**src/design/usp_pkg.sv**
```systemverilog
`default_nettype none

package usp_pkg;

    // ==========================================================
    // Register map, one aligned word each.
    localparam logic [7:0] OFS_CTRL = 8'h00;
    localparam logic [7:0] OFS_STATUS = 8'h04;
    localparam logic [7:0] OFS_DATA = 8'h08;
    localparam logic [7:0] OFS_RELOAD = 8'h0c;

    // Status bit positions; flags clear on a write of one.
    localparam int ST_TI_BIT = 0;
    localparam int ST_RI_BIT = 1;
    localparam int CTRL_W = 6;

    // Timer mode codes.
    localparam logic [1:0] TMODE_16 = 2'b01;
    localparam logic [1:0] TMODE_8 = 2'b10;

    // ==========================================================
    // Timing and shift register marks.
    localparam int OSC_FREQ_HZ = 100_000_000;
    localparam logic [3:0] DIV_LAST = 4'hf;
    localparam logic [3:0] SAMPLE_A = 4'd7;
    localparam logic [3:0] SAMPLE_B = 4'd8;
    localparam logic [3:0] SAMPLE_C = 4'd9;
    localparam logic [3:0] M1_FRAME_ROLLS = 4'd10;
    localparam logic [8:0] M0_RX_INIT = 9'h1fe;
    localparam logic [8:0] M1_RX_INIT = 9'h1ff;
    localparam logic [7:0] TX_LAST_MARK = 8'h01;
    localparam logic [15:0] RELOAD_RST = 16'h0000;

    // ==========================================================
    // Types.
    typedef enum logic [4:0] {
        TXS_IDLE = 5'b00001,
        TXS_M0_WAIT = 5'b00010,
        TXS_M0_SHIFT = 5'b00100,
        TXS_M1_WAIT = 5'b01000,
        TXS_M1_SEND = 5'b10000
    } usp_tx_e;

    typedef enum logic [3:0] {
        RXS_IDLE = 4'b0001,
        RXS_M0_LOAD = 4'b0010,
        RXS_M0_SHIFT = 4'b0100,
        RXS_M1 = 4'b1000
    } usp_rx_e;

    typedef struct packed {
        logic [1:0] tmode;
        logic doubler;
        logic afe;
        logic rx_enable;
        logic mode1;
    } usp_ctrl_s;

    typedef struct packed {
        usp_tx_e state;
        logic [8:0] sr;
        logic sclk;
        logic data_on;
        logic line;
    } usp_tx_s;

    typedef struct packed {
        usp_rx_e state;
        logic [8:0] sr;
        logic sclk;
        logic [3:0] div;
        logic [1:0] votes;
    } usp_rx_s;

    localparam usp_ctrl_s CTRL_RST = '{tmode: 2'b00, doubler: 1'b0, afe: 1'b0,
                                       rx_enable: 1'b0, mode1: 1'b0};
    localparam usp_tx_s TX_RST = '{state: TXS_IDLE, sr: 9'h000, sclk: 1'b1,
                                   data_on: 1'b0, line: 1'b1};
    localparam usp_rx_s RX_RST = '{state: RXS_IDLE, sr: 9'h000, sclk: 1'b1,
                                   div: 4'h0, votes: 2'b00};

    // ==========================================================
    // Bit order reversal; bits arrive least significant first.
    function automatic logic [7:0] bit_rev(input logic [7:0] v);
        logic [7:0] r;
        r = 8'h00;
        for (int i = 0; i < 8; i++) begin
            r[i] = v[7 - i];
        end
        return r;
    endfunction

    // Two out of three vote.
    function automatic logic maj3(input logic a, input logic b, input logic c);
        return (a & b) | (a & c) | (b & c);
    endfunction

endpackage

`default_nettype wire

```
**src/design/usp_uart.sv**
```systemverilog
// Function
// - Bit rate is timer overflow rate over 32, doubled when doubler set.
// - 8-bit reload: rate is factor/32 times clock over 256 minus reload byte.
// - 16-bit reload: rate is factor/32 times clock over 65536 minus reload word.
// - Shift mode: eight bits LSB first on data pin, clock pin, half clock rate.
// - Shift mode buffer write loads marker; send starts one cycle later.
// - Shift mode transmit shifts right on falling clock, final shift, done flag.
// - Shift mode receive starts with enable and clear flag; loads 111111110.
// - Shift mode receive samples on rising clock, shifts in on falling.
// - Zero reaching left end ends receive, loads buffer, sets done flag.
// - Async frame: zero start, eight data LSB first, one stop into ninth bit.
// - Async buffer write loads marker; sending starts at next divider rollover.
// - Start bit first, data one bit later, first shift a bit after that.
// - Final shift ends sending and sets done flag at tenth rollover.
// - Receiver oversamples 16x; falling edge resets divider, loads 1FFH.
// - Each bit sampled at divider states seven, eight, nine, majority wins.
// - A start bit voting one resets the receiver to edge search.
// - Frame loads only with flag clear and filter off or stop one.
// - After every frame the receiver returns to edge search.
// - Doubler bit resets to zero.
`default_nettype none

module usp_uart import usp_pkg::*; (
    // Clock and reset.
    input wire logic pclk,
    input wire logic presetn,
    // APB slave.
    input wire logic psel,
    input wire logic penable,
    input wire logic pwrite,
    input wire logic [7:0] paddr,
    input wire logic [31:0] pwdata,
    output logic [31:0] prdata,
    output logic pready,
    output logic pslverr,
    // Serial pins.
    input wire logic port_data_pin_in,
    output logic port_data_pin_out,
    output logic port_data_pin_oe_n,
    output logic port_clock_pin
);

    // ==========================================================
    // Declarations.
    usp_ctrl_s ctrl, next_ctrl;
    usp_tx_s tx, next_tx;
    usp_rx_s rx, next_rx;
    logic [15:0] reload, next_reload;
    logic [15:0] tmr, next_tmr;
    logic [3:0] txdiv, next_txdiv;
    logic [7:0] rx_buf, next_rx_buf;
    logic [31:0] next_prdata;
    logic half, next_half, tick16, next_tick16, ovf;
    logic ti, next_ti, ri, next_ri, rb8, next_rb8;
    logic next_pready, next_pslverr, next_clk_pin, next_data_out, next_oe_n;
    logic rxd_s1, rxd_s2, rxd_s3;
    logic wr, data_wr, tx_roll, ti_set, rx_load, rx_stop, rx_fall, vote;
    logic [7:0] rx_byte;
    logic [3:0] roll_cnt;

    assign wr = psel & penable & pready & pwrite;
    assign data_wr = wr && paddr == OFS_DATA;
    assign tx_roll = tick16 && txdiv == DIV_LAST;
    // The edge detector reads the second and third stages only.
    assign rx_fall = !rxd_s2 && rxd_s3;

    // ==========================================================
    // Register file. Zero wait states: pready rises in the access cycle.
    always_comb begin
        next_ctrl = ctrl;
        next_reload = reload;
        next_ti = ti;
        next_ri = ri;
        next_rb8 = rb8;
        next_rx_buf = rx_buf;
        next_prdata = 32'h0000_0000;
        next_pready = psel && !penable;
        next_pslverr = 1'b0;
        if (psel && !penable) begin
            case (paddr)
                OFS_CTRL: next_prdata = {26'h0, ctrl};
                OFS_STATUS: next_prdata = {27'h0, rx.state != RXS_IDLE,
                                           tx.state != TXS_IDLE, rb8, ri, ti};
                OFS_DATA: next_prdata = {24'h0, rx_buf};
                OFS_RELOAD: next_prdata = {16'h0, reload};
                default: next_pslverr = 1'b1;
            endcase
        end
        if (wr) begin
            case (paddr)
                OFS_CTRL: next_ctrl = usp_ctrl_s'(pwdata[CTRL_W-1:0]);
                OFS_RELOAD: next_reload = pwdata[15:0];
                OFS_STATUS: begin
                    if (pwdata[ST_TI_BIT]) begin
                        next_ti = 1'b0;
                    end
                    if (pwdata[ST_RI_BIT]) begin
                        next_ri = 1'b0;
                    end
                end
                default: ;
            endcase
        end
        // A hardware set in the same cycle as a clear wins.
        if (ti_set) begin
            next_ti = 1'b1;
        end
        if (rx_load) begin
            next_ri = 1'b1;
            next_rx_buf = rx_byte;
            next_rb8 = rx_stop;
        end
    end

    always_ff @(posedge pclk or negedge presetn) begin
        if (!presetn) begin
            ctrl <= CTRL_RST;
            reload <= RELOAD_RST;
            ti <= 1'b0;
            ri <= 1'b0;
            rb8 <= 1'b0;
            rx_buf <= 8'h00;
            prdata <= 32'h0000_0000;
            pready <= 1'b0;
            pslverr <= 1'b0;
        end else begin
            ctrl <= next_ctrl;
            reload <= next_reload;
            ti <= next_ti;
            ri <= next_ri;
            rb8 <= next_rb8;
            rx_buf <= next_rx_buf;
            prdata <= next_prdata;
            pready <= next_pready;
            pslverr <= next_pslverr;
        end
    end

    // ==========================================================
    // Baud timer, overflow halver and the free transmit divide-by-16.
    always_comb begin
        next_tmr = tmr;
        ovf = 1'b0;
        case (ctrl.tmode)
            TMODE_8: begin
                if (tmr[7:0] == 8'hff) begin
                    ovf = 1'b1;
                    next_tmr[7:0] = reload[15:8];
                end else begin
                    next_tmr[7:0] = tmr[7:0] + 8'h01;
                end
            end
            TMODE_16: begin
                if (tmr == 16'hffff) begin
                    ovf = 1'b1;
                    next_tmr = reload;
                end else begin
                    next_tmr = tmr + 16'h0001;
                end
            end
            // A stopped timer follows the reload word, so the next 16-bit start overflows on time.
            default: next_tmr = reload;
        endcase
        // Every second overflow makes a 16x tick unless doubled, so a bit is 32 overflows.
        next_half = ovf ? !half : half;
        next_tick16 = ovf && (ctrl.doubler || half);
        next_txdiv = tick16 ? txdiv + 4'h1 : txdiv;
    end

    always_ff @(posedge pclk or negedge presetn) begin
        if (!presetn) begin
            tmr <= 16'h0000;
            half <= 1'b0;
            tick16 <= 1'b0;
            txdiv <= 4'h0;
        end else begin
            tmr <= next_tmr;
            half <= next_half;
            tick16 <= next_tick16;
            txdiv <= next_txdiv;
        end
    end

    // ==========================================================
    // Transmitter. A write while busy is ignored rather than corrupting the frame.
    always_comb begin
        next_tx = tx;
        ti_set = 1'b0;
        case (tx.state)
            TXS_IDLE: begin
                next_tx.line = 1'b1;
                if (data_wr) begin
                    next_tx.sr = {1'b1, pwdata[7:0]};
                    next_tx.state = ctrl.mode1 ? TXS_M1_WAIT : TXS_M0_WAIT;
                end
            end
            TXS_M0_WAIT: begin
                next_tx.sclk = 1'b0;
                next_tx.state = TXS_M0_SHIFT;
            end
            TXS_M0_SHIFT: begin
                next_tx.sclk = !tx.sclk;
                if (tx.sclk) begin
                    next_tx.sr = {1'b0, tx.sr[8:1]};
                    if (tx.sr[8:1] == TX_LAST_MARK) begin
                        next_tx.state = TXS_IDLE;
                        next_tx.sclk = 1'b1;
                        ti_set = 1'b1;
                    end
                end
            end
            TXS_M1_WAIT: begin
                if (tx_roll) begin
                    next_tx.state = TXS_M1_SEND;
                    next_tx.data_on = 1'b0;
                    next_tx.line = 1'b0;
                end
            end
            TXS_M1_SEND: begin
                if (tx_roll) begin
                    if (!tx.data_on) begin
                        next_tx.data_on = 1'b1;
                        next_tx.line = tx.sr[0];
                    end else if (tx.sr[8:1] == TX_LAST_MARK) begin
                        next_tx.sr = {1'b0, tx.sr[8:1]};
                        next_tx.line = 1'b1;
                        next_tx.data_on = 1'b0;
                        next_tx.state = TXS_IDLE;
                        ti_set = 1'b1;
                    end else begin
                        next_tx.sr = {1'b0, tx.sr[8:1]};
                        next_tx.line = tx.sr[1];
                    end
                end
            end
            default: next_tx = TX_RST;
        endcase
    end

    always_ff @(posedge pclk or negedge presetn) begin
        if (!presetn) begin
            tx <= TX_RST;
        end else begin
            tx <= next_tx;
        end
    end

    // ==========================================================
    // Receiver for both modes.
    always_comb begin
        next_rx = rx;
        rx_load = 1'b0;
        rx_stop = 1'b0;
        rx_byte = 8'h00;
        vote = maj3(rx.votes[0], rx.votes[1], rxd_s2);
        case (rx.state)
            RXS_IDLE: begin
                if (ctrl.rx_enable && ctrl.mode1 && rx_fall) begin
                    next_rx.state = RXS_M1;
                    next_rx.sr = M1_RX_INIT;
                    next_rx.div = 4'h0;
                end else if (ctrl.rx_enable && !ctrl.mode1 && !ri) begin
                    next_rx.state = RXS_M0_LOAD;
                    next_rx.sr = M0_RX_INIT;
                end
            end
            RXS_M0_LOAD: begin
                next_rx.sclk = 1'b0;
                next_rx.state = RXS_M0_SHIFT;
            end
            RXS_M0_SHIFT: begin
                next_rx.sclk = !rx.sclk;
                if (!rx.sclk) begin
                    next_rx.votes[0] = rxd_s2;
                end else begin
                    next_rx.sr = {rx.sr[7:0], rx.votes[0]};
                    if (!rx.sr[7]) begin
                        rx_load = 1'b1;
                        rx_byte = bit_rev({rx.sr[6:0], rx.votes[0]});
                        next_rx.state = RXS_IDLE;
                        next_rx.sclk = 1'b1;
                    end
                end
            end
            RXS_M1: begin
                if (tick16) begin
                    next_rx.div = rx.div + 4'h1;
                    case (rx.div)
                        SAMPLE_A: next_rx.votes[0] = rxd_s2;
                        SAMPLE_B: next_rx.votes[1] = rxd_s2;
                        SAMPLE_C: begin
                            if (rx.sr == M1_RX_INIT && vote) begin
                                next_rx.state = RXS_IDLE;
                            end else if (!rx.sr[8]) begin
                                rx_stop = vote;
                                rx_byte = bit_rev(rx.sr[7:0]);
                                rx_load = !ri && (!ctrl.afe || vote);
                                next_rx.state = RXS_IDLE;
                            end else begin
                                next_rx.sr = {rx.sr[7:0], vote};
                            end
                        end
                        default: ;
                    endcase
                end
            end
            default: next_rx = RX_RST;
        endcase
    end

    always_ff @(posedge pclk or negedge presetn) begin
        if (!presetn) begin
            rx <= RX_RST;
        end else begin
            rx <= next_rx;
        end
    end

    // ==========================================================
    // Pins. The data pin is synchronised; all outputs are registered.
    always_comb begin
        if (tx.state == TXS_M0_SHIFT) begin
            next_clk_pin = tx.sclk;
        end else if (rx.state == RXS_M0_SHIFT) begin
            next_clk_pin = rx.sclk;
        end else begin
            next_clk_pin = tx.line;
        end
        next_data_out = tx.sr[0];
        next_oe_n = tx.state != TXS_M0_SHIFT;
    end

    always_ff @(posedge pclk or negedge presetn) begin
        if (!presetn) begin
            rxd_s1 <= 1'b1;
            rxd_s2 <= 1'b1;
            rxd_s3 <= 1'b1;
            port_clock_pin <= 1'b1;
            port_data_pin_out <= 1'b1;
            port_data_pin_oe_n <= 1'b1;
        end else begin
            rxd_s1 <= port_data_pin_in;
            rxd_s2 <= rxd_s1;
            rxd_s3 <= rxd_s2;
            port_clock_pin <= next_clk_pin;
            port_data_pin_out <= next_data_out;
            port_data_pin_oe_n <= next_oe_n;
        end
    end

    // ==========================================================
    // Checks. Rollovers since an async write, read only by the checks.
    always_ff @(posedge pclk or negedge presetn) begin
        if (!presetn) begin
            roll_cnt <= 4'h0;
        end else if (data_wr && tx.state == TXS_IDLE) begin
            roll_cnt <= 4'h0;
        end else if (tx_roll && tx.state != TXS_IDLE) begin
            roll_cnt <= roll_cnt + 4'h1;
        end
    end
endmodule

`default_nettype wire

```
**config.mk**
```make
export PLATFORM = sky130hd
export DESIGN_NAME = usp_uart
export DESIGN_NICKNAME = d
export VERILOG_FILES = /design/src/design/usp_pkg.sv /design/src/design/usp_uart.sv
export SDC_FILE = /design/constraint.sdc
export NUM_CORES = 1
export LEC_CHECK = 0
export ABC_AREA = 1
export BUFFER_PORTS_ARGS = -buffer_cell sky130_fd_sc_hd__buf_2
export CAP_MARGIN = 40
export CORE_MARGIN = 2
export CORE_UTILIZATION = 52
export CTS_CLUSTER_DIAMETER = 200
export DETAILED_ROUTE_END_ITERATION = 16
export PLACE_DENSITY = 0.73
export SYNTH_ARGS = -nofsm -noshare
export SYNTH_HDL_FRONTEND = slang
export SYNTH_SLANG_ARGS = --single-unit
```
**constraint.sdc**
```tcl
create_clock -name pclk -period 4 [get_ports pclk]
set_clock_uncertainty 0.1 [all_clocks]
set_input_delay 0.8 -clock pclk [delete_from_list [all_inputs] [get_ports pclk]]
set_output_delay 0.8 -clock pclk [all_outputs]
set_load 0.05 [all_outputs]
```
==> impl_metrics.csv <==
group,metric,value,unit
synthesis,synth_seq_area_share,0.438,
final_layout,diodes,0,
timing,worst_slack,1.85,ns
synthesis,postSynthAreaPerCell,7.22,µm²
setup_path,reg2reg_slack,1.85,ns
setup_path,worstPathRequired,4.23,ns
timing,finalHoldViolations,0,
power,p_leak,4.15,nW
status,status,"completed",
setup_path,reg2reg_depth,8,
synthesis,yosys.area.top_type,"dfrtp_1",
timing,maxSlewHeadroom,0.543,
grt,grt_pass1_vias,5563,
synthesis,yosys-top-cells-area,"dfrtp_1 39%, nand2_1 19%, nand3_1 6.5%, inv_1 5.7%, nor2_1 4.8%",
power,total_power,3.97,mW
detailed_routing,first_pass_iters,5,
setup_path,cp.arrival,2.39,ns
synthesis,syn_area,0.00666,mm²
timing,hold_slack,0.241,ns
place,dp_hpwl,11400,µm
grt,antenna_found_initial,0,
grt,track_usage,0.248,
clock_network,post_cts_buffers,0,
clock_network,cts_sinks,116,
final_layout,layout-drive-gt1-share,0.138,
timing,finalMaxSlewViolations,0,
final_layout,syn2layout_area_growth,13.7,%
timing,rsz0062_at_grt,"no",
clock_network,clockBufferDepth,2,
grt,grt_max_degree,83,
clock_network,cts_resized,0,
clock_network,root_buffer,"clkbuf_16",
synthesis,synth-edff-count,0,
synthesis,synthTopCellsByCount,"333 x nand2_1, 105 x dfrtp_1, 101 x inv_1, 86 x nand3_1, 85 x nor2_1",
synthesis,synth_seq_cells,116,
timing,max_clock_freq,464,MHz
grt,grt_pass1_wl,26100,µm
clock_network,h-tree-depth,4,
timing,setup_viol,0,
detailed_routing,dr_total_vias,5898,
synthesis,ys_types,39,
timing,tns,0,ns
clock_network,clk_pin_slew_worst_paths,0.05,ns
detailed_routing,wl,15500,µm
final_layout,fin_nets,1029,
power,powerDensity,525,mW/mm²
clock_network,tritoncts,"done",
setup_path,r2r-end,"tmr[3]$_DFF_PN0_",
detailed_routing,drt-initial-drc-count,449,
power,ir_drop,0.386,mV
detailed_routing,drc,0,
place,dp_slack,1.64,ns
floorplan,row_count,41,
detailed_routing,wl_per_cell,13.4,µm
place,placement.io_buffers,50,
synthesis,async_flop_share,1.00,
synthesis,yosysWarnings,0,
floorplan,fp.dieW,117,µm
timing,fin_crit_sh,0.539,
timing,tightest_slew,0.684,ns
clock_network,cts_buffers,17,
setup_path,crit_fanout,17,
clock_network,postCtsHoldBufs,0,
floorplan,die_y,117,µm
setup_path,start_kind,"register",
grt,overflow,0,
synthesis,ys.flop_type,"dfrtp_1",
clock_network,clk_latency,0.41,ns
timing,period_needed,2.15,ns
floorplan,initial_core_util,0.530,
synthesis,synth_top_area_share,0.395,
floorplan,core-area,0.0126,mm²
place,globalplace.congestion,0.876,
worst_hold_path,hp-class,"in -> async",
detailed_routing,viasPerCell,5.08,
job,drv_cap,0,
setup_path,r2r-start,"ctrl[4]$_DFFE_PN0P_",
synthesis,syn_inst,922,
floorplan,die_area,0.0137,mm²
setup_path,critPathKind,"reg -> reg",
synthesis,synth.most_common_cell,"nand2_1",
floorplan,io-pin-count,83,
setup_path,critPathCaptureType,"register",
detailed_routing,postRouteAntennaNets,0,
critical path, stage by stage, from the launching register on:
cell and delay (ns):
dfrtp_1 0.40, inv_1 0.09, ha_1 0.57, inv_1 0.28, nor2_1 0.21, nand2_1 0.12, o21ai_0 0.09, nor2_1 0.06
a21oi_1 0.15
sequential cells by signal, indices dropped and copies added, names as in the netlist:
name and cells:
rx 20, prdata 16, reload 16, tmr 16, tx 16, rx_buf 8, ctrl 6, txdiv 4
half 1, next_data_out 1, port_clock_pin 1, port_data_pin_oe_n 1, port_data_pin_out 1, pready 1, pslverr 1, rb8 1
ri 1, rxd_s1 1, rxd_s2 1, rxd_s3 1, ti 1, tick16 1
worst max path at each step:
stage                   startpoint                         to  slack [ns]  cells past startpoint
6_report       ctrl[4]$_DFFE_PN0P_           tmr[3]$_DFF_PN0_        1.85                      8
4_1_cts        ctrl[4]$_DFFE_PN0P_           tmr[3]$_DFF_PN0_        1.85                      8
2_1_floorplan               pwrite  next_data_out$_DFFE_PN0P_        2.07                      9
3_3_place_gp              paddr[4]     reload[11]$_DFFE_PN0P_        1.41                      7
5_1_grt        ctrl[4]$_DFFE_PN0P_           tmr[3]$_DFF_PN0_        1.63                      8
3_5_place_dp               penable         tx[11]$_DFFE_PN0P_        1.64                     10
final cells by class:
class	instances	area (µm²)
flip-flops and latches	116	2920
multi-input cells	682	3190
repair buffers	52	288
fillers	1171	5000
well taps	172	215
clock inverters	5	50.0
inverters	107	407
clock buffers	27	503
power by group:
group / leakage, nW / switching [mW] / total [mW] / internal (mW)
Clock: 0.275 / 0.494 / 1.41 / 0.914
Combinational: 2.51 / 0.781 / 1.10 / 0.316
Sequential: 1.36 / 0.128 / 1.47 / 1.34
cells in the final DEF (no fill, tap or decap), types with 4 or more instances in the layout:
master / count
nand2_1: 333
dfrtp_1: 105
inv_1: 101
nand3_1: 86
nor2_1: 85
buf_2: 49
o21ai_0: 39
clkbuf_16: 17
conb_1: 16
nand4_1: 15
a21oi_1: 14
nor3_1: 11
dfstp_2: 11
o21ai_1: 10
nand2_2: 9
nor2_2: 8
nor2_4: 7
xor2_1: 7
o22ai_1: 7
ha_1: 7
clkbuf_1: 6
nand2_4: 5
inv_2: 5
o21bai_1: 4
clkinv_2: 4
clkbuf_8: 4
logic make-up (layout without fill, tap and decap cells):
family	Yosys count	in the layout	share of synthesized area
adders and majority gates	7	7	0.0132
buffers and inverters	139	191	0.0912
DFF	116	116	0.438
xor gates and xnor gates	9	9	0.0130
and+or+nand+nor	571	571	0.380
AOI/OAI and AO/OA	79	79	0.0639
other	1	16	0.000563
metrics by stage:
| step | std cells | utilization | cell area [µm²] |
|---|---|---|---|
| floorplan | 937 | - | 6710 |
| global placement | 1128 | 0.557 | 7000 |
| detailed placement | 1129 | 0.558 | 7010 |
| CTS | 1161 | 0.602 | 7570 |
| global route | 1161 | 0.602 | 7570 |
| finish | 1161 | 0.602 | 7570 |
metal layers:
metal | track usage | up-vias | wire [µm]
li1 | - | 2991 | -
met1 | 0.309 | 2723 | 6780
met2 | 0.416 | 146 | 7680
met3 | 0.0546 | 38 | 650
met4 | 0.111 | 0 | 396
met5 | 0 | - | 0
(Power assumes the default switching activity.)
